--- src/logic/ms_timer_pkg.sv ---
package ms_timer_pkg;
   // clock and tick timing
   localparam int unsigned CLK_FREQ_HZ   = 100_000_000;
   localparam int unsigned TICK_TIME_US  = 1000;
   localparam int unsigned TICK_CYCLES   =
      (CLK_FREQ_HZ / 1_000_000) * TICK_TIME_US;
   // count span in milliseconds
   localparam int unsigned WRAP_SECONDS  = 500_000;
   localparam int unsigned MS_PER_SECOND = 1000;
   localparam int unsigned COUNT_W       = 29;
   localparam logic [28:0] COUNT_LIMIT   =
      29'(WRAP_SECONDS * MS_PER_SECOND);
   localparam logic [28:0] COUNT_RESET   = 29'h0000_0000;
   localparam int unsigned PRESCALE_W    = 17;
endpackage

--- src/logic/ms_tick_prescaler.sv ---
`timescale 1ns/1ps
`default_nettype none
module ms_tick_prescaler #(
   parameter int unsigned DIVIDE  = ms_timer_pkg::TICK_CYCLES,
   parameter int unsigned WIDTH   = ms_timer_pkg::PRESCALE_W
) (
   // clock and reset
   input  wire logic clk,
   input  wire logic rst,
   // restart the tick period
   input  wire logic restart,
   // one-cycle millisecond pulse
   output logic      tick
);
   localparam logic [WIDTH-1:0] LAST = WIDTH'(DIVIDE - 1);
   logic [WIDTH-1:0] div_q;

   always_ff @(posedge clk) begin
      if (rst || restart) begin
         div_q <= '0;
      end else if (div_q == LAST) begin
         div_q <= '0;
      end else begin
         div_q <= div_q + WIDTH'(1);
      end
   end

   assign tick = (div_q == LAST) && !restart;

   chk_tick_spacing: assert property (
      @(posedge clk) disable iff (rst)
      tick |=> !tick)
      else $error("tick asserted two cycles running");
endmodule
`default_nettype wire

--- src/logic/running_millisecond_timer.sv ---
`timescale 1ns/1ps
`default_nettype none
module running_millisecond_timer #(
   parameter int unsigned TICK_DIV = ms_timer_pkg::TICK_CYCLES
) (
   // clock and reset
   input  wire logic        clk,
   input  wire logic        rst,
   // host load port
   input  wire logic        loadEn,
   input  wire logic [28:0] loadValue,
   // host read port
   output logic [28:0]      countMs,
   output logic             loadRejected
);
   localparam int unsigned PHASE_W = ms_timer_pkg::PRESCALE_W;
   localparam logic [PHASE_W-1:0] PHASE_LAST = PHASE_W'(TICK_DIV - 1);

   logic [28:0]        count_q;
   logic               reject_q;
   logic               msTick;
   logic               loadOk;
   logic [PHASE_W-1:0] gap_q;    // spacing of ticks, checks only

   // span check for loads and checks
   function automatic logic withinLimit(input logic [28:0] value);
      return value <= ms_timer_pkg::COUNT_LIMIT;
   endfunction

   assign loadOk = loadEn && withinLimit(loadValue);

   ms_tick_prescaler #(
      .DIVIDE (TICK_DIV),
      .WIDTH  (ms_timer_pkg::PRESCALE_W)
   ) u_prescaler (
      .clk     (clk),
      .rst     (rst),
      .restart (loadOk),
      .tick    (msTick)
   );

   // load timing, one tick every TICK_DIV cycles:
   //   load edge   count takes the value, divider at zero
   //   after that  loaded value stands a full period
   //   TICK_DIV on first step after the load

   always_ff @(posedge clk) begin
      if (rst) begin
         count_q <= ms_timer_pkg::COUNT_RESET;
      end else if (loadOk) begin
         count_q <= loadValue;
      end else if (msTick) begin
         if (count_q >= ms_timer_pkg::COUNT_LIMIT) begin
            count_q <= ms_timer_pkg::COUNT_RESET;
         end else begin
            count_q <= count_q + 29'h0000_0001;
         end
      end
   end

   always_ff @(posedge clk) begin
      if (rst) begin
         reject_q <= 1'h0;
      end else begin
         reject_q <= loadEn && !loadOk;
      end
   end

   // observed tick spacing, feeds the checks only
   always_ff @(posedge clk) begin
      if (rst || loadOk || msTick) begin
         gap_q <= '0;
      end else if (gap_q != '1) begin
         gap_q <= gap_q + PHASE_W'(1);
      end
   end

   assign countMs      = count_q;
   assign loadRejected = reject_q;

   chk_reset_clear: assert property (
      @(posedge clk)
      $fell(rst) |-> count_q == 29'h0000_0000)
      else $error("count not zero after reset");

   // steps only by one on tick
   chk_count_step: assert property (
      @(posedge clk) disable iff (rst)
      (msTick && !loadOk && count_q < ms_timer_pkg::COUNT_LIMIT)
      |=> count_q == $past(count_q) + 29'h0000_0001)
      else $error("count did not step by one");

   chk_count_hold: assert property (
      @(posedge clk) disable iff (rst)
      (!msTick && !loadOk) |=> $stable(count_q))
      else $error("count changed without tick");

   chk_count_wrap: assert property (
      @(posedge clk) disable iff (rst)
      (msTick && !loadOk && count_q == ms_timer_pkg::COUNT_LIMIT)
      |=> count_q == 29'h0000_0000)
      else $error("count did not wrap");

   chk_count_range: assert property (
      @(posedge clk) disable iff (rst)
      withinLimit(count_q))
      else $error("count above limit");

   chk_load_taken: assert property (
      @(posedge clk) disable iff (rst)
      loadOk |=> count_q == $past(loadValue) && !loadRejected)
      else $error("legal load not taken");

   chk_load_refused: assert property (
      @(posedge clk) disable iff (rst)
      (loadEn && !loadOk) |=> loadRejected)
      else $error("illegal load not flagged");

   chk_load_resume: assert property (
      @(posedge clk) disable iff (rst)
      loadOk ##1 !loadEn |-> !msTick)
      else $error("tick too soon after load");

   // tick only at end of period
   chk_tick_early: assert property (
      @(posedge clk) disable iff (rst)
      msTick
      |-> gap_q == PHASE_LAST)
      else $error("tick before its period ended");

   // tick due at end of period
   chk_tick_due: assert property (
      @(posedge clk) disable iff (rst)
      (gap_q == PHASE_LAST && !loadOk)
      |-> msTick)
      else $error("tick missing at end of period");

   chk_gap_bound: assert property (
      @(posedge clk) disable iff (rst)
      gap_q <= PHASE_LAST)
      else $error("tick period overrun");

   chk_tick_gated: assert property (
      @(posedge clk) disable iff (rst)
      loadOk
      |-> !msTick)
      else $error("tick in a load cycle");

   chk_load_restart: assert property (
      @(posedge clk) disable iff (rst)
      loadOk
      |=> !msTick [*2])
      else $error("tick soon after a load");

   chk_upward_only: assert property (
      @(posedge clk) disable iff (rst)
      (!loadOk && !(msTick && count_q == ms_timer_pkg::COUNT_LIMIT))
      |=> count_q >= $past(count_q))
      else $error("count went down");

   chk_no_early_wrap: assert property (
      @(posedge clk) disable iff (rst)
      (msTick && !loadOk && count_q != ms_timer_pkg::COUNT_LIMIT)
      |=> count_q != 29'h0000_0000)
      else $error("count wrapped below limit");

   chk_refused_keeps: assert property (
      @(posedge clk) disable iff (rst)
      (loadEn && !loadOk && !msTick)
      |=> $stable(count_q))
      else $error("refused load changed count");

   chk_reject_pulse: assert property (
      @(posedge clk) disable iff (rst)
      !(loadEn && !loadOk)
      |=> !loadRejected)
      else $error("refusal flag without cause");

   chk_reject_cause: assert property (
      @(posedge clk) disable iff (rst)
      loadRejected
      |-> $past(loadEn) && !withinLimit($past(loadValue)))
      else $error("refusal flag for legal load");

   chk_reset_hold: assert property (
      @(posedge clk)
      rst
      |=> count_q == 29'h0000_0000 && !loadRejected)
      else $error("count or flag not cleared by reset");

   chk_reset_tick: assert property (
      @(posedge clk)
      rst
      |=> !msTick)
      else $error("tick right after reset");
endmodule
`default_nettype wire

--- config.mk ---
export PLATFORM = sky130hd
export DESIGN_NAME = running_millisecond_timer
export DESIGN_NICKNAME = d
export VERILOG_FILES = /design/src/logic/ms_timer_pkg.sv /design/src/logic/ms_tick_prescaler.sv /design/src/logic/running_millisecond_timer.sv
export SDC_FILE = /design/constraint.sdc
export NUM_CORES = 1
export LEC_CHECK = 0
export ABC_AREA = 1
export BUFFER_PORTS_ARGS = -buffer_cell sky130_fd_sc_hd__buf_2
export CAP_MARGIN = 20
export CORE_ASPECT_RATIO = 1.4
export CORE_MARGIN = 2
export CORE_UTILIZATION = 57
export CTS_CLUSTER_SIZE = 25
export DETAILED_ROUTE_END_ITERATION = 8
export PLACE_DENSITY = 0.81
export SYNTH_ARGS = -nofsm -noshare
export SYNTH_HDL_FRONTEND = slang
export SYNTH_SLANG_ARGS = --single-unit
--- constraint.sdc ---
create_clock -name clk -period 2.3 [get_ports clk]
set_input_delay 0.23 -clock clk [delete_from_list [all_inputs] [get_ports clk]]
set_output_delay 0.23 -clock clk [all_outputs]
set_load 0.1 [all_outputs]
==> results of run 1 <==
layout by cell type, fill, tap and decap left out, drive strengths merged:
cell type	Yosys	routed
a21oi	5	5
and2	1	1
and2b	1	1
buf	11	66
clkbuf	2	6
clkinv	0	1
dfxtp	47	47
ha	3	3
inv	60	60
nand2	257	257
nand3	63	63
nand4	11	11
nor2	115	115
nor3	3	3
nor3b	2	2
o21ai	7	7
or2	1	1
xnor2	11	11
xor2	13	13
path summary, 6_finish.rpt:
| kind | slack [ns] | start | depth (start not counted) | end |
|---|---|---|---|---|
| worst max-delay path | 0.26 | u_prescaler.div_q[0] | 9 | countMs[0] |
| worst max register to register | 0.26 | u_prescaler.div_q[0] | 9 | countMs[0] |
| worst min-delay path | 0.23 | loadValue[1] | 5 | countMs[1] |
| worst min register to register | 0.48 | u_prescaler.div_q[0] | 1 | u_prescaler.div_q[0] |
layer usage:
| layer | track usage | part of all wire |
|---|---|---|
| met2 | 0.563 | 0.52 |
| met3 | 0.0325 | 0.051 |
| met5 | 0 | 0 |
| met4 | 0.106 | 0.027 |
| met1 | 0.319 | 0.40 |
metrics by stage:
| step | util | hold slack [ns] | instance area (um2) | cells |
|---|---|---|---|---|
| 3_5_place_dp | 0.648 | 0.470 | 3800 | 736 |
| 2_1_floorplan | - | 0.384 | 3460 | 613 |
| 6_report | 0.663 | 0.229 | 3880 | 743 |
| 3_3_place_gp | 0.648 | 0.442 | 3800 | 736 |
| 5_1_grt | 0.663 | 0.258 | 3880 | 743 |
| 4_1_cts | 0.663 | 0.229 | 3880 | 743 |
critical path, delay by kind of cell, from the launching register on:
kind | cells | cell delay [ns]
AND/OR/NAND/NOR | 5 | 0.95
AO/OA/AOI/OAI | 2 | 0.38
flip-flops | 1 | 0.37
adder cells (fa/ha/maj) | 1 | 0.21
buffers and inverters | 1 | 0.06
flip-flops by register name, indices dropped and copies added (netlist names):
signal	cells
countMs	29
u_prescaler.div_q	17
loadRejected	1
cells by family (layout without fill, tap and decap cells):
group,count (synthesis),after routing,share of synthesized area
AO/OA/AOI/OAI,12,12,0.0206
XOR/XNOR,24,24,0.0607
adder cells (fa/ha/maj),3,3,0.0108
buffers and inverters,73,133,0.0929
flip-flops,47,47,0.272
AND/OR/NAND/NOR,454,454,0.543
final cells by class:
cell class / instances / area, um2 / share of cell area
multi-input cells: 493 / 2200 / 0.566
flip-flops and latches: 47 / 943 / 0.243
repair buffers: 66 / 343 / 0.0882
inverters: 60 / 225 / 0.0580
well taps: 70 / 87.6 / 0.0225
clock buffers: 6 / 82.6 / 0.0213
clock inverters: 1 / 5.00 / 0.00129
report_power, final:
part | internal, mW | total, mW | leakage (nW) | switching [mW]
clock | 0.236 | 0.512 | 0.0470 | 0.275
sequential | 0.844 | 0.894 | 0.384 | 0.0500
combinational | 0.108 | 0.474 | 1.51 | 0.366
==> run summary, run 1 <==
Measured along the y axis, the die boundary spans 96.2 um. Clock transition at the registers of the reported paths: 0.08 ns. Walking the worst path, the cells encountered are ha_1 -> nand2_1 -> nor2_1 -> nand4_1 -> nor2_1 -> nand3_1 -> o21ai_0 -> inv_1 -> o21ai_1. Deepest clock path buffer count: 2. For this run the aggregate overflow at the end of global routing stands at 0. In this run the static leakage power is 1.94 nW. The floorplan step defined a die boundary enclosing 6720 um2. The share of the clock period used by the worst path came out at 0.886. For this block, the routed nets add up to 9740 um of wire.

The area share of the largest cell type after synthesis is 0.273. The total half-perimeter wirelength after legalization and detailed placement was 7480 um. After clock tree synthesis, the repair step resized 0 gates.

After filler insertion, the fill cell instance count of the layout stands at 562. The dominant register cell in the synthesized netlist was sky130_fd_sc_hd__dfxtp_1. The mapped netlist covers 3460 um2.

Yosys printed 0 warnings. The logs give 0 for the max-slew violation count and 2.53 ns for the required arrival time at the worst endpoint. The global router's overall resource usage was 0.288.

The path type of the worst min-delay path is in2reg. The number of hold buffers added after CTS was 0. Yosys attributes the largest share of cell area to sky130_fd_sc_hd__nand2_1 27%, sky130_fd_sc_hd__dfxtp_1 27%, sky130_fd_sc_hd__nor2_1 12%. The power density over the cells is 484 nW/um2, and the clock latency on the worst-skew pair is 0.30 ns.

For the clock skew after layout, the log shows 0.0128 ns. After floorplanning, the core was divided into 33 placement rows. The CTS buffer count came out at 5.

The layout cell share with drive strength beyond 1 works out to 0.135. The via density per instance was 5.27. Clock tree synthesis found a total of 47 sinks. In this run the horizontal extent of the chip is 69.9 um. By instance count, the cell type seen most on the critical path is sky130_fd_sc_hd__nor2_1.

Setup repair after global routing left no endpoint under its margin. TritonCTS built the clock tree. Static timing analysis puts the maximum clock frequency at 0.491 GHz. Subtracting the final worst setup slack from the clock period gives 2.04 ns. Final count of hold timing violations: 0. Entering global routing, the biggest net connects 31 pins.

For the pin with the worst max-slew slack, the measured transition is 0.524 ns. The critical path in this run is classified as reg2reg. The tools report the buffer type at the clock tree root as sky130_fd_sc_hd__clkbuf_8.

The first detailed-routing pass took 5 iterations. In this run the worst path has a maximum fanout of 7. The run finished with clean final reports.

The largest total area in the synthesized netlist belongs to sky130_fd_sc_hd__nand2_1. The number of nets handed over by synthesis was 648. The number of nets in the layout was 708; the highest cell delay on the worst timing path was 0.37 ns.

From synthesis to final layout, the design area changed by 12.3%. The I/O pin count is 62. The effective utilization at floorplan came out at 0.590.

Across the run, the number of max-cap violations was 0. In this run the mean area of a mapped cell was 5.65 um2. The pre-CTS setup slack was 0.196 ns.

The final worst setup slack came out at 0.262 ns. The count of flip-flops with a built-in enable after synthesis works out to 0. Setup violations remaining at the end of the flow were counted as 0. The synthesized design contains 47 register bits. Dividing the detail-routed wire length by the instance count gives 13.1 um. The normalized max-slew margin is 0.649.

The logs give 0.957 for the routability-driven placement congestion ratio and 274 for the initial detailed-routing violation count. By count the netlist is led by 252 x sky130_fd_sc_hd__nand2_1, 112 x sky130_fd_sc_hd__nor2_1, 62 x sky130_fd_sc_hd__nand3_1, 56 x sky130_fd_sc_hd__inv_1, 47 x sky130_fd_sc_hd__dfxtp_1. After layout, the design draws a total of 1.88 mW. Worst-path cell with the longest stage delay: sky130_fd_sc_hd__dfxtp_1. The count of vias placed by the detailed router was 3917. For the area of the core, the log shows 5860 um2. For the wire length of the first global-routing pass, the log shows 15500 um. The number of setup buffers added after CTS is 0. Input and output buffers added on the ports amount to 61. The tools report the count of antenna diodes in the layout as 0. The logs give 2 for the level count of the clock H-tree and 613 for the number of instances in the synthesized netlist. The share of async-settable or async-resettable flops after synthesis was 0; the largest voltage drop on the vdd net was 0.291 mV. After routing, the total negative slack on setup checks comes to 0 ns.

Type of element launching the critical path: a register. The portion of the post-synthesis area used by sequential elements was 0.272. The critical path data arrival time was 2.27 ns.

The tools report the sort of element at the end of the critical path as a register. Most frequently used cell type in the post-synthesis netlist: sky130_fd_sc_hd__nand2_1. The via count of the first global-routing pass is 3573, and the count of antenna-violating nets left after detailed routing is 0. The tools report the post-synthesis cell type count as 29. The initial antenna violation count is 0.

The number of DRC violations after detailed routing was 0.
No activity file was read; power rests on OpenSTA's default activity.
==> run 2: changes to the inputs <==
CORE_ASPECT_RATIO = unset   (was 1.4)
==> run summary, run 2 (same netlist as run 1, synthesis figures left out) <==
The tools report the pre-CTS setup slack as 0.277 ns (+0.0806 ns). The final count of hold timing violations was 0 (unchanged). The run gives 585 (+4.1%) as the final-layout fill cell count.

The clock skew after layout is 0.0118 ns (-0.000961 ns), and the number of DRC violations after detailed routing is 0 (unchanged). The path class of the tightest hold or removal check is in2reg. The largest voltage drop on the vdd net is 0.319 mV (+9.3%), and the post-detailed-placement cell area is 3800 um2 (about the same). The wire length per cell after detailed routing is 12.8 um (-2.7%).

The number of placement rows was 28 (-15%); the y dimension of the die was 81.9 um (-15%). The count of endpoints failing setup in the final report came out at 0 (unchanged). Level count of the clock H-tree: 2 (unchanged). The layout cell share with drive strength beyond 1 is 0.135 (unchanged). The logs give 0 (unchanged) for the number of maximum-capacitance violations and 3878 (-1.0%) for the count of vias placed by the detailed router. The total half-perimeter wirelength after legalization and detailed placement is 7430 um (-0.62%). The power density over the cells is 490 nW/um2 (+1.3%), and the number of input and output port buffers inserted is 61 (unchanged). The peak fanout along the critical path was 6 (-1). Number of standard cells in the layout, taps in and fillers out: 748 (+0.67%). The I/O pin count is 62 (unchanged). The effective utilization at floorplan is 0.588 (-0.00226). The required arrival time at the worst endpoint came out at 2.55 ns (+0.02 ns). The tools report the number of buffers added to fix hold violations after cts as 0 (unchanged). Most heavily used metal layer in global routing: met2. The logs give 9540 um (-2.1%) for the wire length reported by the detailed router and 0.508 GHz (+3.5%) for the fmax.

TritonCTS built the clock tree. The routability-driven placement congestion ratio was 0.962 (+0.51%); the aggregate negative setup slack was 0 ns (unchanged). STA classifies the critical path endpoint as a register. The number of gates resized after CTS came out at 0 (unchanged). Source of the critical timing path: countMs[2]. The number of flip-flops under the largest register name was 29 (unchanged). The highest cell delay on the worst timing path works out to 0.46 ns (+0.09 ns).

Final instance area: 3890 um2 (+0.26%). In the layout the commonest cells are 252 x sky130_fd_sc_hd__nand2_1, 112 x sky130_fd_sc_hd__nor2_1, 62 x sky130_fd_sc_hd__nand3_1. The run gives 2 (unchanged) as the deepest clock path buffer count.

The initial antenna violation count was 0 (unchanged). The count of antenna-violating nets left after detailed routing is 0 (unchanged). The max-slew violation count came out at 0 (unchanged). Setup repair after global routing left no endpoint under its margin. The area of the die was 6710 um2 (-0.13%); the initial detailed-routing violation count was 332 (+21%). The run gives 2.22 ns (-0.05 ns) as the critical path data arrival time. The post-placement cell count came out at 740 (+0.54%).

The combined buffer and inverter count along the critical path came out at 1 (unchanged). Walking the worst path, the cells encountered are nand3_1 -> inv_1 -> nand2_1 -> nor2_2 -> nand2_1 -> nand2_1 -> nand2_1 -> nor2_1 -> nand2_1 -> nand2_1 -> nand3_1 -> nand2_1. The leakage component of the power was 1.93 nW (-0.23%); the slew at the pin closest to its max-slew limit was 0.495 ns (-0.0297 ns). The via density per instance came out at 5.18 (-1.7%).

Width of the die: 81.9 um (+17%). The cell with the most instances on the worst path was sky130_fd_sc_hd__nand2_1. The startpoint identified for the worst register-to-register timing path is countMs[2].

The final critical delay including setup and external delays is 1.97 ns (-0.0693 ns). The routing usage on met1 is 0.348 (+0.0289). The path type of the worst setup path is reg2reg.

The logs give 47 (unchanged) for the number of clock sinks seen by CTS and 3563 (-0.28%) for the via count of the first global-routing pass. The commonest non-fill, non-tap cell in the layout was sky130_fd_sc_hd__nand2_1. The flow ran to the end, and the final reports show no timing, DRC or antenna violations. The tools report the final worst setup slack as 0.331 ns (+0.0693 ns).

In this run the most critical hold path is launched from loadValue[14]. The tools report the number of nets in the layout as 707 (-0.14%). The logs give 0.300 (+0.0113) for the global router's overall resource usage and 5890 um2 (+0.38%) for the area of the core. The run gives 0 (unchanged) as the global-route congestion overflow total. The count of antenna diodes in the layout came out at 0 (unchanged). The CTS buffer count was 5 (unchanged); the share of the core filled with cells in the final layout was 0.662 (-0.000835).

The share of the clock period used by the worst path was 0.856 (-0.0301); the met3 usage was 0.0549 (+0.0225). The setup fix buffers added after clock tree synthesis is 0 (unchanged). The minimum setup slack among reg-to-reg paths came out at 0.33 ns (+0.07 ns). The kind of cell with the highest combined delay on the critical path is simple AND/OR/NAND/NOR gates. The type of element launching the critical path was a register. The wire length of the first global-routing pass is 15600 um (+0.40%). Normalized max-slew margin: 0.673 (+0.0233). The clock transition at the registers of the reported paths was 0.10 ns (+0.02 ns).

The pin count of the biggest net entering global routing is 27 (-13%). The growth of design area from synthesis to finish came out at 12.5%. The clock latency on the worst-skew pair was 0.31 ns (about the same). The run gives 5 (unchanged) as the number of detailed-route iterations in the first pass.

The worst-path cell with the longest stage delay was sky130_fd_sc_hd__dfxtp_1. The buffer type at the clock tree root is sky130_fd_sc_hd__clkbuf_8. The met2 track demand over resource is 0.542 (-0.0212).
==> run 2: changes by cell type in the layout (fill, tap and decap cells not counted), sizes merged <==
cell      previous run  this run
buf                 66        65
clkinvlp             0         1
==> run 2: cell type report <==
class | instances | area, um2 | share of cell area
Inverter | 60 | 225 | 0.0578
Sequential cell | 47 | 943 | 0.242
Clock buffer | 6 | 82.6 | 0.0212
Tap cell | 75 | 93.8 | 0.0241
Multi-Input combinational cell | 493 | 2200 | 0.564
Timing Repair Buffer | 65 | 335 | 0.0861
Clock inverter | 2 | 16.3 | 0.00418
==> run 2: metal layers <==
metal | share of wire | wire length [um]
met5 | 0 | 0
met2 | 0.49 | 4650
met3 | 0.057 | 546
met1 | 0.42 | 4000
met4 | 0.036 | 343
==> run 2: worst paths after layout <==
path                           to  depth (start not counted)
max                   countMs[19]                         12
min                   countMs[14]                          5
max reg2reg           countMs[19]                         12
min reg2reg  u_prescaler.div_q[0]                          1
==> run 2: through the flow <==
stage	total power, mW	hold WS [ns]
after floorplan	1.27	0.384
after global placement	1.38	0.446
after detailed placement	1.38	0.453
after CTS	1.91	0.221
after global routing	1.99	0.247
final	1.91	0.218
==> run 2: worst register-to-register path, stage by stage (launching register included) <==
cell,delay [ns]
sky130_fd_sc_hd__dfxtp_1,0.46
sky130_fd_sc_hd__nand3_1,0.19
sky130_fd_sc_hd__inv_1,0.12
sky130_fd_sc_hd__nand2_1,0.17
sky130_fd_sc_hd__nor2_2,0.33
sky130_fd_sc_hd__nand2_1,0.09
sky130_fd_sc_hd__nand2_1,0.07
sky130_fd_sc_hd__nand2_1,0.06
sky130_fd_sc_hd__nor2_1,0.09
sky130_fd_sc_hd__nand2_1,0.07
sky130_fd_sc_hd__nand2_1,0.11
sky130_fd_sc_hd__nand3_1,0.08
sky130_fd_sc_hd__nand2_1,0.08
==> run 2: where the power goes <==
group / internal (mW) / switching, mW / leakage, nW / total [mW]
Clock: 0.246 / 0.297 / 0.0474 / 0.542
Combinational: 0.107 / 0.364 / 1.50 / 0.471
Sequential: 0.844 / 0.0522 / 0.384 / 0.896
Total: 1.20 / 0.712 / 1.93 / 1.91
==> run 3: changes to the inputs <==
CORE_UTILIZATION = 60   (was 57)
PLACE_DENSITY = 0.85   (was 0.81)
REMOVE_ABC_BUFFERS = 1   (was unset)
clock period = 2.35 ns   (was 2.3 ns; I/O delays follow)
==> run summary, run 3 (same netlist as run 1, synthesis figures left out) <==
The flow ran to the end, and the final reports show no timing, DRC or antenna violations. The tools report the count of antenna-violating nets left after detailed routing as 0 (unchanged). The area growth from synthesis to layout is 13.0%. The wire length reported by the detailed router was 10300 um (+7.7%); the peak fanout along the critical path was 7 (+1). The run gives 0.625 (+0.0367) as the effective utilization at floorplan. The logs give 264 (-20%) for the initial detailed-routing violation count and 709 (+0.28%) for the number of nets in the layout. The fmax is 0.493 GHz (-2.9%). Width of the die: 79.9 um (-2.4%). The routability-driven placement congestion ratio came out at 0.977 (+1.7%). For the number of detailed-route iterations in the first pass, the log shows 5 (unchanged).

Setup repair after global routing left no endpoint under its margin. The final critical delay including setup and external delays was 2.03 ns (+0.0578 ns). The power density over the cells is 495 nW/um2 (+0.88%), and the wire length per cell after detailed routing is 13.8 um (+8.0%). The required arrival time at the worst endpoint was 2.59 ns (+0.04 ns); the clock latency on the worst-skew pair was 0.29 ns (-0.02 ns). The number of input and output port buffers inserted was 61 (unchanged); the number of standard cells in the layout, taps in and fillers out was 746 (-0.27%).

The wire length of the first global-routing pass is 16700 um (+7.0%). The count of vias placed by the detailed router was 4029 (+3.9%); the via density per instance was 5.40 (+4.2%). The I/O pin count came out at 62 (unchanged). The max-slew violation count came out at 0 (unchanged). The tools report the count of endpoints failing setup in the final report as 0 (unchanged). The global-route congestion overflow total was 0 (unchanged). TritonCTS built the clock tree. The pre-CTS setup slack is 0.425 ns (+0.148 ns).

Critical path endpoint: countMs[5]. The clock transition at the registers of the reported paths works out to 0.09 ns (about the same). The number of gates resized after CTS was 0 (unchanged). The y dimension of the die is 79.9 um (-2.4%). The total half-perimeter wirelength after legalization and detailed placement was 7800 um (+5.0%); the number of DRC violations after detailed routing was 0 (unchanged). The global router's overall resource usage is 0.330 (+0.0302), and the number of clock sinks seen by CTS is 47 (unchanged). The source of the worst register-to-register timing path was u_prescaler.div_q[0]. The tightest min-delay check is of the in2reg type. The run gives 0 (unchanged) as the initial antenna violation count. The CTS buffer count came out at 5 (unchanged).

The run gives 2 (unchanged) as the level count of the clock H-tree. The worst setup path is captured at a register. The number of maximum-capacitance violations is 0 (unchanged). The buffer type at the clock tree root is sky130_fd_sc_hd__clkbuf_8.

The logs give 6390 um2 (-4.8%) for the area of the die and 0.323 ns (-0.00781 ns) for the final worst setup slack. The post-placement cell count was 739 (-0.14%). The deepest clock path buffer count came out at 2 (unchanged). For the final count of hold timing violations, the log shows 0 (unchanged).

The run gives 27 (-3.6%) as the number of placement rows. The source of the critical timing path was u_prescaler.div_q[0]. The logs give 0.706 (+0.0442) for the share of the core filled with cells in the final layout and 0.669 (-0.00350) for the normalized max-slew margin. The number of buffers added to fix hold violations after cts was 0 (unchanged). Type of element launching the critical path: a register.

For the critical path data arrival time, the log shows 2.27 ns (+0.05 ns). Path type of the worst setup path: reg2reg. The leakage component of the power was 1.94 nW (+0.61%).

The via count of the first global-routing pass came out at 3837 (+7.7%). The number of flip-flops under the largest register name is 29 (unchanged). The number of cell instances on the worst register-to-register path is 9 (-3), and the pin count of the biggest net entering global routing is 27 (unchanged). Minimum setup slack among reg-to-reg paths: 0.32 ns (about the same).

The aggregate negative setup slack was 0 ns (unchanged); the count of antenna diodes in the layout was 0 (unchanged). The commonest non-fill, non-tap cell in the layout is sky130_fd_sc_hd__nand2_1. The clock skew after layout is 0.00487 ns (-0.00694 ns), and the slew at the pin closest to its max-slew limit is 0.496 ns (+0.00112 ns).

The layout cell share with drive strength beyond 1 was 0.134 (-0.00168). The area of the core is 5540 um2 (-5.9%). In the layout the commonest cells are 252 x sky130_fd_sc_hd__nand2_1, 112 x sky130_fd_sc_hd__nor2_1, 62 x sky130_fd_sc_hd__nand3_1.

In this run the critical register-to-register path is captured at countMs[5]. The share of the clock period used by the worst path was 0.863 (+0.00638); the largest voltage drop on the vdd net was 0.312 mV (-2.2%). The setup fix buffers added after clock tree synthesis is 0 (unchanged).
run 3: layer usage:
| metal | routed length [um] | track usage |
|---|---|---|
| met5 | 0 | 0 |
| met2 | 5010 | 0.590 |
| met1 | 4250 | 0.385 |
| met4 | 300 | 0.136 |
| met3 | 715 | 0.0566 |
run 3: worst min-delay path by stage:
| stage | start | to | slack [ns] | depth (start not counted) |
|---|---|---|---|---|
| final | loadValue[13] | countMs[13] | 0.22 | 5 |
| after global placement | u_prescaler.div_q[0] | u_prescaler.div_q[0] | 0.44 | 1 |
| after floorplan | loadEn | loadRejected | 0.36 | 2 |
| after global routing | loadValue[13] | countMs[13] | 0.26 | 5 |
| after detailed placement | u_prescaler.div_q[0] | u_prescaler.div_q[0] | 0.45 | 1 |
| after CTS | loadValue[13] | countMs[13] | 0.22 | 5 |
run 3: power breakdown:
group	switching, mW	internal [mW]
sequential	0.0500	0.826
clock	0.277	0.311
combinational	0.364	0.106
run 3: cell type report:
cell class                      count  area [um2]
Inverter                           60         225
Sequential cell                    47         941
Tap cell                           72        90.1
Clock inverter                      2        37.5
Clock buffer                        5        68.8
Fill cell                         516        1630
Multi-Input combinational cell    493        2200
Timing Repair Buffer               67         350
run 3: through the flow:
| step | total power, mW | cell area [um2] | hold slack (ns) |
|---|---|---|---|
| detailed placement | 1.36 | 3800 | 0.449 |
| finish | 1.93 | 3910 | 0.223 |
| global placement | 1.35 | 3800 | 0.444 |
| floorplan | 1.23 | 3360 | 0.363 |
| CTS | 1.94 | 3910 | 0.219 |
| global route | 2.01 | 3910 | 0.259 |
run 3: critical path, cell delays in order, from the launching register on:
cell                      delay [ns]
sky130_fd_sc_hd__dfxtp_1        0.38
sky130_fd_sc_hd__ha_1           0.21
sky130_fd_sc_hd__nand2_1        0.08
sky130_fd_sc_hd__nor2_1         0.15
sky130_fd_sc_hd__nand4_1        0.10
sky130_fd_sc_hd__nor2_1         0.20
sky130_fd_sc_hd__nand3_1        0.31
sky130_fd_sc_hd__o21ai_0        0.32
sky130_fd_sc_hd__nand3_1        0.15
sky130_fd_sc_hd__nand2_1        0.08
